<file path="src/verilog/ofh_pkg.sv">
// constants for the 1394 function configuration header tail
package ofh_pkg;
  localparam int          OFH_ADDR_W       = 8;
  localparam int          OFH_DATA_W       = 32;
  localparam int          OFH_BE_W         = 4;
  // byte offsets of the dwords in configuration space
  localparam logic [7:0]  OFH_OFF_CARD_BASE = 8'h18;
  localparam logic [7:0]  OFH_OFF_CARD_PTR  = 8'h28;
  localparam logic [7:0]  OFH_OFF_SUBSYS_ID = 8'h2c;
  localparam logic [7:0]  OFH_OFF_PWR_PTR   = 8'h34;
  localparam logic [7:0]  OFH_OFF_IRQ_LINE  = 8'h3c;
  localparam logic [7:0]  OFH_OFF_PM_REG0   = 8'h44;
  localparam logic [7:0]  OFH_OFF_PM_REG1   = 8'h48;
  localparam logic [7:0]  OFH_OFF_SUBSYS_AC = 8'hf8;
  // field positions
  localparam int          OFH_DEV_CODE_LSB  = 16;
  localparam int          OFH_VEND_CODE_LSB = 0;
  localparam int          OFH_CODE_W        = 16;
  localparam int          OFH_IRQ_LINE_W    = 8;
  // reset and fixed values
  localparam logic [31:0] OFH_ZERO_WORD     = 32'h0000_0000;
  localparam logic [31:0] OFH_SUBSYS_RST    = 32'h0000_0000;
  localparam logic [7:0]  OFH_PWR_PTR_VAL   = 8'h44;
  localparam logic [7:0]  OFH_IRQ_LINE_RST  = 8'h00;
  localparam int          OFH_SYNC_STAGES   = 2;
endpackage

</file>
<file path="src/verilog/ofh_subsys_store.sv">
// subsystem identity holder, kept across function resets
`timescale 1ns/1ps
module ofh_subsys_store
  import ofh_pkg::*;
(
  input  wire logic                  i_clock,       // configuration clock
  input  wire logic                  i_global_reset_input_n,      // synchronised global reset
  input  wire logic                  i_load_vld,    // eeprom load strobe
  input  wire logic [OFH_DATA_W-1:0] i_load_data,   // eeprom identity word
  input  wire logic                  i_wr,          // access register write strobe
  input  wire logic [OFH_BE_W-1:0]   i_wr_be,       // write byte enables
  input  wire logic [OFH_DATA_W-1:0] i_wr_data,     // write data
  output logic      [OFH_DATA_W-1:0] o_subsys_id    // device code high, vendor low
);
  typedef struct packed {
    logic [OFH_DATA_W-1:0] subsys_id;
  } ofh_store_s;

  ofh_store_s state_r;
  ofh_store_s state_nxt;

  always_comb
  begin
    state_nxt = state_r;
    // eeprom load wins over a software write in the same cycle
    if (i_load_vld)
    begin
      state_nxt.subsys_id = i_load_data;
    end
    else if (i_wr)
    begin
      for (int b = 0; b < OFH_BE_W; b++)
      begin
        if (i_wr_be[b])
        begin
          state_nxt.subsys_id[b*8 +: 8] = i_wr_data[b*8 +: 8];
        end
      end
    end
  end

  // only the global reset reaches this flop
  always_ff @(posedge i_clock or negedge i_global_reset_input_n)
  begin
    if (!i_global_reset_input_n)
    begin
      state_r <= '{subsys_id: OFH_SUBSYS_RST};
    end
    else
    begin
      state_r <= state_nxt;
    end
  end

  assign o_subsys_id = state_r.subsys_id;

  property p_load_takes;
    @(posedge i_clock) disable iff (!i_global_reset_input_n)
    i_load_vld |=> (o_subsys_id == $past(i_load_data));
  endproperty
  a_load_takes: assert property (p_load_takes) else $error("eeprom load not taken");

  property p_full_write;
    @(posedge i_clock) disable iff (!i_global_reset_input_n)
    (i_wr && !i_load_vld && (i_wr_be == 4'hf)) |=> (o_subsys_id == $past(i_wr_data));
  endproperty
  a_full_write: assert property (p_full_write) else $error("access write not taken");
endmodule

</file>
<file path="src/verilog/ofh_cfg_tail.sv">
// configuration header tail: card info, subsystem identity, power pointer, interrupt line
`timescale 1ns/1ps
module ofh_cfg_tail
  import ofh_pkg::*;
#(
  parameter int ADDR_W = OFH_ADDR_W,                        // config space byte address width
  parameter int DATA_W = OFH_DATA_W                         // config data width
)
(
  input  wire logic              i_clock,          // configuration clock, 200 MHz
  input  wire logic              i_rst_n,          // function reset, active low
  input  wire logic              i_global_rst_n,   // global reset input, active low
  input  wire logic              i_cfg_req,        // configuration cycle request
  input  wire logic              i_cfg_we,         // 1 write, 0 read
  input  wire logic [ADDR_W-1:0] i_cfg_addr,       // byte address, low two bits ignored
  input  wire logic [3:0]        i_cfg_be,         // byte enables
  input  wire logic [DATA_W-1:0] i_cfg_wdata,      // write data
  output logic                   o_cfg_ack,        // answer pulse
  output logic      [DATA_W-1:0] o_cfg_rdata,      // read data, valid with ack
  input  wire logic              i_eeprom_vld,     // eeprom identity load strobe
  input  wire logic [DATA_W-1:0] i_eeprom_ssid,    // eeprom identity word
  input  wire logic [DATA_W-1:0] i_pm_rdata0,      // power register word at 44h
  input  wire logic [DATA_W-1:0] i_pm_rdata1,      // power register word at 48h
  output logic                   o_pm_wr,          // power register write pulse
  output logic                   o_pm_sel,         // 0 word 44h, 1 word 48h
  output logic      [3:0]        o_pm_be,          // power register byte enables
  output logic      [DATA_W-1:0] o_pm_wdata,       // power register write data
  output logic      [7:0]        o_irq_route_line, // stored interrupt routing line
  output logic      [DATA_W-1:0] o_subsys_id       // subsystem identity
);
  if (ADDR_W != OFH_ADDR_W || DATA_W != OFH_DATA_W)
  begin : g_bad_width
    $error("ofh_cfg_tail serves only an 8-bit address and 32-bit data");
  end

  typedef struct packed {
    logic                     ack;
    logic [OFH_DATA_W-1:0]    rdata;
    logic [OFH_IRQ_LINE_W-1:0] irq_line;
    logic                     pm_wr;
    logic                     pm_sel;
    logic [OFH_BE_W-1:0]      pm_be;
    logic [OFH_DATA_W-1:0]    pm_wdata;
  } ofh_top_s;

  ofh_top_s                        state_r;
  ofh_top_s                        state_nxt;
  logic [OFH_SYNC_STAGES-1:0]      frst_sync_r;
  logic [OFH_SYNC_STAGES-1:0]      global_reset_input_sync_r;
  logic                            frst_n;
  logic                            global_reset_input_n;
  logic                            rst_raw_n;
  logic                            id_wr;
  logic [OFH_DATA_W-1:0]           subsys_id;

  function automatic logic hit(input logic [OFH_ADDR_W-1:0] addr, input logic [7:0] off);
    hit = (addr[OFH_ADDR_W-1:2] == off[7:2]);
  endfunction

  // global reset also resets the function side
  assign rst_raw_n = i_rst_n & i_global_rst_n;

  always_ff @(posedge i_clock or negedge rst_raw_n)
  begin
    if (!rst_raw_n)
    begin
      frst_sync_r <= '0;
    end
    else
    begin
      frst_sync_r <= {frst_sync_r[0], 1'b1};
    end
  end

  always_ff @(posedge i_clock or negedge i_global_rst_n)
  begin
    if (!i_global_rst_n)
    begin
      global_reset_input_sync_r <= '0;
    end
    else
    begin
      global_reset_input_sync_r <= {global_reset_input_sync_r[0], 1'b1};
    end
  end

  assign frst_n = frst_sync_r[1];
  assign global_reset_input_n = global_reset_input_sync_r[1];

  // requests during function reset are dropped, so only an eeprom load can move the identity then
  assign id_wr = frst_n && i_cfg_req && i_cfg_we && hit(i_cfg_addr, OFH_OFF_SUBSYS_AC);

  ofh_subsys_store u_store (
    .i_clock     (i_clock),
    .i_global_reset_input_n    (global_reset_input_n),
    .i_load_vld  (i_eeprom_vld),
    .i_load_data (i_eeprom_ssid),
    .i_wr        (id_wr),
    .i_wr_be     (i_cfg_be),
    .i_wr_data   (i_cfg_wdata),
    .o_subsys_id (subsys_id)
  );

  always_comb
  begin
    state_nxt       = state_r;
    state_nxt.ack   = 1'b0;
    state_nxt.pm_wr = 1'b0;
    if (i_cfg_req)
    begin
      state_nxt.ack   = 1'b1;
      state_nxt.rdata = OFH_ZERO_WORD;
      if (i_cfg_we)
      begin
        // read-only targets simply absorb the write
        if (hit(i_cfg_addr, OFH_OFF_IRQ_LINE) && i_cfg_be[0])
        begin
          state_nxt.irq_line = i_cfg_wdata[OFH_IRQ_LINE_W-1:0];
        end
        if (hit(i_cfg_addr, OFH_OFF_PM_REG0) || hit(i_cfg_addr, OFH_OFF_PM_REG1))
        begin
          state_nxt.pm_wr    = 1'b1;
          state_nxt.pm_sel   = hit(i_cfg_addr, OFH_OFF_PM_REG1);
          state_nxt.pm_be    = i_cfg_be;
          state_nxt.pm_wdata = i_cfg_wdata;
        end
      end
      else
      begin
        if (hit(i_cfg_addr, OFH_OFF_CARD_BASE) || hit(i_cfg_addr, OFH_OFF_CARD_PTR))
        begin
          state_nxt.rdata = OFH_ZERO_WORD;
        end
        else if (hit(i_cfg_addr, OFH_OFF_SUBSYS_ID))
        begin
          state_nxt.rdata[OFH_DEV_CODE_LSB +: OFH_CODE_W]  = subsys_id[OFH_DEV_CODE_LSB +: OFH_CODE_W];
          state_nxt.rdata[OFH_VEND_CODE_LSB +: OFH_CODE_W] = subsys_id[OFH_VEND_CODE_LSB +: OFH_CODE_W];
        end
        else if (hit(i_cfg_addr, OFH_OFF_PWR_PTR))
        begin
          state_nxt.rdata[7:0] = OFH_PWR_PTR_VAL;
        end
        else if (hit(i_cfg_addr, OFH_OFF_IRQ_LINE))
        begin
          state_nxt.rdata[OFH_IRQ_LINE_W-1:0] = state_r.irq_line;
        end
        else if (hit(i_cfg_addr, OFH_OFF_PM_REG0))
        begin
          state_nxt.rdata = i_pm_rdata0;
        end
        else if (hit(i_cfg_addr, OFH_OFF_PM_REG1))
        begin
          state_nxt.rdata = i_pm_rdata1;
        end
      end
    end
  end

  always_ff @(posedge i_clock or negedge frst_n)
  begin
    if (!frst_n)
    begin
      state_r <= '{ack: 1'b0, rdata: OFH_ZERO_WORD, irq_line: OFH_IRQ_LINE_RST, pm_wr: 1'b0,
                   pm_sel: 1'b0, pm_be: 4'h0, pm_wdata: OFH_ZERO_WORD};
    end
    else
    begin
      state_r <= state_nxt;
    end
  end

  assign o_cfg_ack        = state_r.ack;
  assign o_cfg_rdata      = state_r.rdata;
  assign o_pm_wr          = state_r.pm_wr;
  assign o_pm_sel         = state_r.pm_sel;
  assign o_pm_be          = state_r.pm_be;
  assign o_pm_wdata       = state_r.pm_wdata;
  assign o_irq_route_line = state_r.irq_line;
  assign o_subsys_id      = subsys_id;

  property p_card_zero;
    @(posedge i_clock) disable iff (!frst_n)
    (i_cfg_req && !i_cfg_we && (hit(i_cfg_addr, OFH_OFF_CARD_BASE) || hit(i_cfg_addr, OFH_OFF_CARD_PTR)))
      |=> (o_cfg_ack && o_cfg_rdata == 32'h0000_0000);
  endproperty
  a_card_zero: assert property (p_card_zero) else $error("card info register not zero");

  property p_id_fields;
    @(posedge i_clock) disable iff (!frst_n)
    (i_cfg_req && !i_cfg_we && hit(i_cfg_addr, OFH_OFF_SUBSYS_ID))
      |=> (o_cfg_rdata[31:16] == $past(subsys_id[31:16]) && o_cfg_rdata[15:0] == $past(subsys_id[15:0]));
  endproperty
  a_id_fields: assert property (p_id_fields) else $error("identity fields misplaced");

  property p_id_kept;
    @(posedge i_clock) disable iff (!global_reset_input_n)
    (!frst_n && !i_eeprom_vld) |=> $stable(o_subsys_id);
  endproperty
  a_id_kept: assert property (p_id_kept) else $error("identity moved in function reset");

  property p_pwr_ptr;
    @(posedge i_clock) disable iff (!frst_n)
    (i_cfg_req && !i_cfg_we && hit(i_cfg_addr, OFH_OFF_PWR_PTR)) |=> (o_cfg_rdata == 32'h0000_0044);
  endproperty
  a_pwr_ptr: assert property (p_pwr_ptr) else $error("power pointer not 44h");

  property p_pm_read;
    @(posedge i_clock) disable iff (!frst_n)
    (i_cfg_req && !i_cfg_we && hit(i_cfg_addr, OFH_OFF_PM_REG1))
      |=> (o_cfg_ack && o_cfg_rdata == $past(i_pm_rdata1));
  endproperty
  a_pm_read: assert property (p_pm_read) else $error("power word 48h not routed");

  property p_irq_write;
    @(posedge i_clock) disable iff (!frst_n)
    (i_cfg_req && i_cfg_we && hit(i_cfg_addr, OFH_OFF_IRQ_LINE) && i_cfg_be[0])
      |=> (o_irq_route_line == $past(i_cfg_wdata[7:0]))
          ##1 ($stable(o_irq_route_line) || $past(i_cfg_req && i_cfg_we && hit(i_cfg_addr, OFH_OFF_IRQ_LINE)));
  endproperty
  a_irq_write: assert property (p_irq_write) else $error("interrupt line write lost");

  property p_ro_write;
    @(posedge i_clock) disable iff (!frst_n)
    (i_cfg_req && i_cfg_we && !i_eeprom_vld && (hit(i_cfg_addr, OFH_OFF_SUBSYS_ID) ||
      hit(i_cfg_addr, OFH_OFF_PWR_PTR) || hit(i_cfg_addr, OFH_OFF_CARD_BASE)))
      |=> (o_cfg_ack && $stable(o_subsys_id) && $stable(o_irq_route_line));
  endproperty
  a_ro_write: assert property (p_ro_write) else $error("read-only write had an effect");

  property p_ack_once;
    @(posedge i_clock) disable iff (!frst_n)
    i_cfg_req |=> o_cfg_ack;
  endproperty
  a_ack_once: assert property (p_ack_once) else $error("request not answered");
endmodule

</file>
<file path="config.mk">
export PLATFORM = sky130hd
export DESIGN_NAME = ofh_cfg_tail
export DESIGN_NICKNAME = d
export VERILOG_FILES = /design/src/verilog/ofh_pkg.sv /design/src/verilog/ofh_subsys_store.sv /design/src/verilog/ofh_cfg_tail.sv
export SDC_FILE = /design/constraint.sdc
export NUM_CORES = 1
export LEC_CHECK = 0
export ABC_AREA = 1
export BUFFER_PORTS_ARGS = -buffer_cell sky130_fd_sc_hd__buf_2
export CORE_UTILIZATION = 42
export DETAILED_ROUTE_END_ITERATION = 16
export MAX_ROUTING_LAYER = met4
export PLACE_DENSITY_LB_ADDON = 0.1
export SYNTH_ARGS = -nofsm -noshare
export SYNTH_HDL_FRONTEND = slang
export SYNTH_SLANG_ARGS = --single-unit
</file>
<file path="constraint.sdc">
create_clock -name i_clock -period 2.45 [get_ports i_clock]
set_clock_uncertainty 0.2 [all_clocks]
set_input_delay 0.245 -clock i_clock [delete_from_list [all_inputs] [get_ports i_clock]]
set_output_delay 0.245 -clock i_clock [all_outputs]
set_load 0.02 [all_outputs]
</file>
==> impl_metrics.yaml, run 1 <==
detailed_routing:
  postRouteWirelength_mm: 20.19
  wl_met2_mm: 9.193
  drt_iter0_markers: 483
  routedWlPerCell_um: 15.83
  first_pass_iters: 5
  wl_met3_mm: 1.256
  route.top_layer_used: "met4"
  via_per_inst: 4.869
  final_antenna_net_count: 0
  via_count: 6213
  drc: 0
  routedLengthMet1_mm: 8.970
layout:
  nFillCells: 1075
  drive_above_1_share_pct: 29.71
  multi_input_area_sq_mm: 0.002332
  syn_to_final_growth_pct: 62.15
  final_area_sq_mm: 0.008945
  seq_area_sq_mm: 0.002882
  final_net_count: 1237
  antenna_cells: 0
logic_synthesis:
  yosysMostFrequentCell: "nand2_1"
  synthFlopType: "dfrtp_1"
  ys_seq_area_share_pct: 52.17
  async_flop_share_pct: 100.0
  syn_area_per_cell_sq_um: 7.870
  yosysUniqueCellTypes: 24
  syn_inst: 701
  ys_top_cells_by_count: "315 x nand2_1, 115 x dfrtp_1, 67 x nand3_1, 36 x nor2_1, 33 x inv_1"
  synth_area_leaders: "dfrtp_1 52%, nand2_1 21%, nand3_1 6.1%"
  synth_warnings: 0
  yosys.area.top_type: "dfrtp_1"
  syn_area_sq_mm: 0.005517
  synth_edf_count: 0
  yosys.area.top_type_share_pct: 52.17
  synth_seq_cells: 115
timing:
  relSlewSlack_pct: 32.31
  clock.fmax_mhz: 426.3
  setup_viol: 0
  slew_viol_final: 0
  tns_ns: 0
  rsz0062_at_grt: "false"
  fin_crit_sh_pct: 95.74
  final.min_clock_period_ns: 2.346
  final-hold-violation-count: 0
  tightest_slew_ns: 1.015
grt:
  grt_pass1_vias: 6049
  antenna_found_initial: 0
  track_usage_pct: 30.94
  grt_remaining_overflow: 0
  grt_pass1_wl_mm: 30.29
  grt_max_degree: 80
clock_network:
  root_buffer: "clkbuf_16"
  h-tree-depth: 4
  clkSlewWorstSetupHoldPaths_ns: 0.06
  cts_buffers: 17
  clk_latency_ns: 0.42
  post-cts-setup-buffer-count: 0
  cts_tree: "yes"
  clock_path_buffers: 2
  cts.sinks: 115
worst_setup_path:
  path_delay_family: "buffers and inverters"
  critPathRequiredTime_ns: 2.55
  startpoint_type: "input port"
  reg2reg_depth: 6
  crit_fanout: 16
  slowest_delay_ns: 0.57
  r2r-end: "u_store.o_subsys_id[13]"
  rr_startpoint: "frst_sync_r[1]"
  reg2reg_slack_ns: 0.34
  cp_common_cell: "dlygate4sd3_1"
  path_cells: "dlygate4sd3_1, buf_2, nand2_1, nor2_2, nand3_4, nand3_1, o211ai_1, dlygate4sd3_1"
  cp-startpoint: "i_cfg_req"
  critPathArrivalTime_ns: 2.45
  worstSetupEndpointType: "flop"
  path_class: "in -> reg"
  critical_path.slowest_cell: "dlygate4sd3_1"
  crit_buf_inv: 3
hold_path:
  hold_path_end: "o_cfg_rdata[2]"
  hold_depth: 7
  hold_start: "i_pm_rdata1[2]"
  hold_class: "in -> reg"
floorplan:
  die_y_um: 116.6
  boundaryPins: 257
  die_area_sq_mm: 0.01360
  initial_core_util_pct: 43.36
  rows: 41
  die_w_um: 116.6
  core-area_sq_mm: 0.01272
status:
  status: "finished, final reports clean"
place:
  place.gp.congestion: 0.9032
  hpwl_mm: 12.94
  placed_cell_area_sq_mm: 0.006927
  io_buffers: 254
power_and_ir_drop:
  leakagePower_uw: 0.004913
  power.density_mw_per_mm2: 645.0
  vdd_ir_drop_max_v: 0.0005571
flow_run:
  maxCapViolCount: 0
worst min-delay path, stage by stage:
cell,delay [ns]
buf_2,0.07
nand3_1,0.06
nand2_1,0.06
inv_1,0.03
nand2_1,0.04
nand2_1,0.04
nand2_1,0.04
sequential cells by signal, summed over array words and instances, names as in the netlist:
name / count
o_cfg_rdata: 32
o_pm_wr: 1
frst_sync_r: 2
u_store.o_subsys_id: 32
o_pm_wdata: 32
global_reset_input_sync_r: 2
o_irq_route_line: 8
o_pm_be: 4
o_cfg_ack: 1
o_pm_sel: 1
final cells by class:
| class | instances | share of cell area (%) |
|---|---|---|
| sequential | 115 | 32.21 |
| inverter | 37 | 1.553 |
| tap | 172 | 2.406 |
| timing repair buffer | 404 | 30.83 |
| multi-input combinational | 516 | 26.07 |
| clock buffer | 17 | 4.756 |
| clock inverter | 15 | 2.168 |
metrics by stage:
stage          utilization, %  setup slack, ns  power, uW  instances  hold WS [ns]
2_1_floorplan               -           0.3257       2626        702       -0.2506
3_3_place_gp            54.45           0.5309       3008       1105       -0.1581
3_5_place_dp            54.45           0.5107       3014       1105       -0.1589
4_1_cts                 70.25           0.1019       5782       1276      0.008620
5_1_grt                 70.31        0.0006122       5993       1276       0.04726
6_report                70.31           0.1044       5769       1276       0.02082
where the power goes:
| group | internal, uW | switching, uW |
|---|---|---|
| clock network | 1630 | 976 |
| logic | 422 | 574 |
| registers | 2050 | 117 |
| total | 4100 | 1670 |
cell usage in the layout (no fill, tap or decap), drive strengths merged:
master,instances
nand4,7
o211ai,19
inv,43
nand2,317
bufinv,3
nor2,45
o21ai,30
dlygate4sd3,139
a21oi,25
clkinv,6
nand3,70
a211oi,1
dfrtp,115
clkbuf,17
buf,265
conb,2
worst max-delay path by stage:
stage	to	slack, ns	cells after the start
6_report	u_store.o_subsys_id[13]	0.10	8
5_1_grt	u_store.o_subsys_id[13]	0.0006	8
4_1_cts	u_store.o_subsys_id[9]	0.10	8
3_5_place_dp	u_store.o_subsys_id[4]	0.51	8
3_3_place_gp	u_store.o_subsys_id[4]	0.53	8
2_1_floorplan	u_store.o_subsys_id[13]	0.33	6
what timing repair did:
action,4_1_cts,5_1_grt
endpoints found under the setup margin,0,5
resized for setup,0,1
endpoints found under the hold margin,110,0
hold buffers,139,0
cell families after synthesis:
family | Yosys count | share of synthesized area (%)
buffers and inverters | 71 | 5.965
DFF | 115 | 52.17
and+or+nand+nor | 439 | 33.18
AOI/OAI and AO/OA | 75 | 8.619
other | 1 | 0.06798
routing by layer:
metal,global-route usage (%),vias to the layer above
li1,-,3029
met1,39.57,2864
met2,46.31,256
met3,6.591,64
met4,15.86,0
met5,-,-
No activity file was read; power rests on OpenSTA's default activity.
==> inputs of run 2 (changes only) <==
--- a/config.mk
+++ b/config.mk
@@ -6,11 +6,12 @@
 export NUM_CORES = 1
 export LEC_CHECK = 0
 export ABC_AREA = 1
-export BUFFER_PORTS_ARGS = -buffer_cell sky130_fd_sc_hd__buf_2
-export CORE_UTILIZATION = 42
+export CORE_UTILIZATION = 57
 export DETAILED_ROUTE_END_ITERATION = 16
+export DONT_BUFFER_PORTS = 1
 export MAX_ROUTING_LAYER = met4
 export PLACE_DENSITY_LB_ADDON = 0.1
+export REMOVE_ABC_BUFFERS = 1
 export SYNTH_ARGS = -nofsm -noshare
 export SYNTH_HDL_FRONTEND = slang
 export SYNTH_SLANG_ARGS = --single-unit
==> impl_metrics.yaml, run 2 <==
status:
  status: "aborted with a tool error"
  failing_step: "clock tree synthesis"
  tool.error: "[ERROR RSZ-0060] Max buffer count reached."
place:
  hpwl_mm: 11.67
  place.gp.congestion: 0.9988
  io_buffers: 0
logic_synthesis:
  synth_warnings: 0
  synth_seq_cells: 115
  yosys.area.top_type_share_pct: 52.17
  synthFlopType: "dfrtp_1"
  syn_area_sq_mm: 0.005517
  yosys.area.top_type: "dfrtp_1"
  yosysMostFrequentCell: "nand2_1"
  synth_compound_area_share_pct: 8.619
  async_flop_share_pct: 100.0
  synth_top_family_by_area: "simple AND/OR/NAND/NOR gates"
  yosys.area_share.simple_pct: 33.18
  synth_area_leaders: "dfrtp_1 52%, nand2_1 21%, nand3_1 6.1%"
  ys_top_cells_by_count: "315 x nand2_1, 115 x dfrtp_1, 67 x nand3_1, 36 x nor2_1, 33 x inv_1"
  synth_xor_area_share_pct: 0
  ys_seq_area_share_pct: 52.17
  synth_adder_area_share_pct: 0
  synth_edf_count: 0
  syn_area_per_cell_sq_um: 7.870
  yosysUniqueCellTypes: 24
  syn_inst: 701
  synth.area.mux_share_pct: 0
clock_network:
  clock_path_buffers: 2
  post-cts-setup-buffer-count: 0
  h-tree-depth: 4
  root_buffer: "clkbuf_8"
  cts_resized: 0
  cts_buffers: 17
  cts.sinks: 115
  cts_hold_buf: 169
floorplan:
  die_w_um: 100.4
  rows: 35
  boundaryPins: 257
  die_y_um: 100.4
  initial_core_util_pct: 59.14
-- run 2: cell counts after synthesis --
No cell type changed its count.
-- run 2: per-stage QoR --
stage	hold slack (ns)	setup slack (ns)	util [%]	cells	area, sq um
2_1_floorplan	-0.2506	-1.052	-	668	5330
3_3_place_gp	-0.2505	0.6781	59.84	807	5582
3_5_place_dp	-0.2505	0.6039	59.84	807	5582
-- run 2: cell families after synthesis --
kind of cell    Yosys count
buf+inv                  71
flops                   115
compound gates           75
other cells               1
simple gates            439
==> inputs of run 3 (changes only) <==
--- a/config.mk
+++ b/config.mk
@@ -6,11 +6,10 @@
 export NUM_CORES = 1
 export LEC_CHECK = 0
 export ABC_AREA = 1
-export CORE_UTILIZATION = 57
+export CORE_UTILIZATION = 40
 export DETAILED_ROUTE_END_ITERATION = 16
 export DONT_BUFFER_PORTS = 1
-export MAX_ROUTING_LAYER = met4
-export PLACE_DENSITY_LB_ADDON = 0.1
+export PLACE_DENSITY_LB_ADDON = 0.15
 export REMOVE_ABC_BUFFERS = 1
 export SYNTH_ARGS = -nofsm -noshare
 export SYNTH_HDL_FRONTEND = slang
==> constraint.sdc (replaced) <==
create_clock -name i_clock -period 3.2 [get_ports i_clock]
set_clock_uncertainty 0.2 [all_clocks]
set_input_delay 0.32 -clock i_clock [delete_from_list [all_inputs] [get_ports i_clock]]
set_output_delay 0.32 -clock i_clock [all_outputs]
set_load 0.02 [all_outputs]
==> impl_metrics.yaml, run 3 (synthesis results as in run 1) <==
layout:
  final_common_cell: "nand2_1"
  drive_above_1_share_pct: 8.146
  antenna_cells: 0
  most-common-layout-cells: "315 x nand2_1, 139 x dlygate4sd3_1, 114 x dfrtp_1"
  syn_to_final_growth_pct: 38.99
  final_net_count: 980
  fin_util_pct: 57.44
timing:
  rsz0062_at_grt: "false"
  fin_crit_sh_pct: 72.78
  setup_viol: 0
  tightest_slew_ns: 1.036
  final-hold-violation-count: 0
  relSlewSlack_pct: 30.92
  hold_ws_ns: 0.02276
  slew_viol_final: 0
  worst_slack_ns: 0.8710
  final.min_clock_period_ns: 2.329
  clock.fmax_mhz: 429.4
grt:
  track_usage_pct: 26.28
  grt_remaining_overflow: 0
  antenna_found_initial: 0
  grt_max_degree: 80
  grt_pass1_wl_mm: 28.15
  grt_pass1_vias: 5185
clock_network:
  clock_path_buffers: 2
  cts.sinks: 115
  cts_buffers: 17
  cts_tree: "yes"
  clkSlewWorstSetupHoldPaths_ns: 0.06
  clk_latency_ns: 0.41
  h-tree-depth: 4
  post-cts-setup-buffer-count: 0
  root_buffer: "clkbuf_16"
floorplan:
  die_w_um: 119.4
  die_area_sq_mm: 0.01426
  boundaryPins: 257
  die_y_um: 119.4
  rows: 42
  core-area_sq_mm: 0.01335
  initial_core_util_pct: 41.33
worst_setup_path:
  critPathArrivalTime_ns: 2.41
  slowest_delay_ns: 0.59
  path_class: "reg -> reg"
  rr_startpoint: "frst_sync_r[1]"
  crit_fanout: 13
  critical_path.slowest_cell: "dlygate4sd3_1"
  reg2reg_slack_ns: 0.87
  startpoint_type: "flop"
  worstSetupEndpointType: "flop"
  reg2reg_depth: 6
  r2r-end: "u_store.o_subsys_id[0]"
  path_cells: "nand3_1, nor2_4, nand3_1, nand3_1, o211ai_1, dlygate4sd3_1"
  critPathRequiredTime_ns: 3.29
  cp_common_cell: "nand3_1"
power_and_ir_drop:
  vdd_ir_drop_max_v: 0.0002790
  leakagePower_uw: 0.003759
  power.density_mw_per_mm2: 556.4
hold_path:
  hold_path_end: "o_cfg_rdata[6]"
  hold_class: "in -> reg"
  hold_depth: 6
  hold_start: "i_pm_rdata1[6]"
place:
  io_buffers: 0
  dp_slack_ns: 0.8106
  hpwl_mm: 12.09
  place.gp.congestion: 0.9769
detailed_routing:
  routedWlPerCell_um: 18.08
  via_count: 5340
  drc: 0
  first_pass_iters: 5
  drt_iter0_markers: 379
  postRouteWirelength_mm: 18.49
  final_antenna_net_count: 0
  via_per_inst: 5.220
status:
  status: "finished, final reports clean"
flow_run:
  maxCapViolCount: 0
-- run 3: worst max-delay path, delay by kind of cell, from the launching register on --
| kind | cells | cell delay, ns |
|---|---|---|
| AO/OA/AOI/OAI | 1 | 0.11 |
| flip-flops | 1 | 0.41 |
| AND/OR/NAND/NOR | 4 | 0.89 |
| buffers and inverters | 1 | 0.59 |
-- run 3: per-stage QoR --
| stage | total power [uW] | area, sq um | instances | setup TNS [ns] |
|---|---|---|---|---|
| after CTS | 4295 | 7667 | 1023 | 0 |
| after global placement | 2098 | 5618 | 851 | 0 |
| after detailed placement | 2109 | 5618 | 851 | 0 |
| final | 4266 | 7667 | 1023 | 0 |
| after global routing | 4411 | 7667 | 1023 | 0 |
| after floorplan | 1996 | 5330 | 668 | -10.41 |
-- run 3: metal layers --
| layer | global-route usage (%) | part of all wire [%] | vias up |
|---|---|---|---|
| met1 | 34.03 | 43 | 2475 |
| met2 | 41.32 | 46 | 303 |
| met3 | 6.944 | 8.3 | 49 |
| li1 | - | - | 2513 |
| met4 | 11.56 | 2.9 | 0 |
| met5 | 0 | 0 | - |
-- run 3: cell type report --
class,instances,area (sq um)
Fill cell,1173,5680
Tap cell,176,220.2
Clock buffer,23,488.0
Clock inverter,9,150.1
Sequential cell,115,2882
Timing Repair Buffer,147,1464
Inverter,37,138.9
Multi-Input combinational cell,516,2325
-- run 3: how the worst max path moves through the flow --
stage / from / to / slack (ns) / depth (start not counted)
after detailed placement: i_cfg_addr[3] / o_pm_wdata[4] / 0.81 / 6
after global placement: i_cfg_addr[3] / o_pm_wdata[4] / 0.86 / 6
final: frst_sync_r[1] / u_store.o_subsys_id[0] / 0.87 / 6
after floorplan: frst_sync_r[1] / u_store.o_subsys_id[4] / -0.30 / 6
after CTS: frst_sync_r[1] / u_store.o_subsys_id[0] / 0.93 / 6
after global routing: i_cfg_addr[6] / o_cfg_rdata[30] / 0.71 / 8
-- run 3: timing repair --
item	4_1_cts	5_1_grt
resized for setup	0	0
hold endpoints to repair	109	0
hold buffers	140	0
-- run 3: report_power, final --
group	internal, uW	total, uW	switching, uW
combinational	189	389	201
clock	1380	2030	653
sequential	1570	1840	273
total	3140	4270	1130
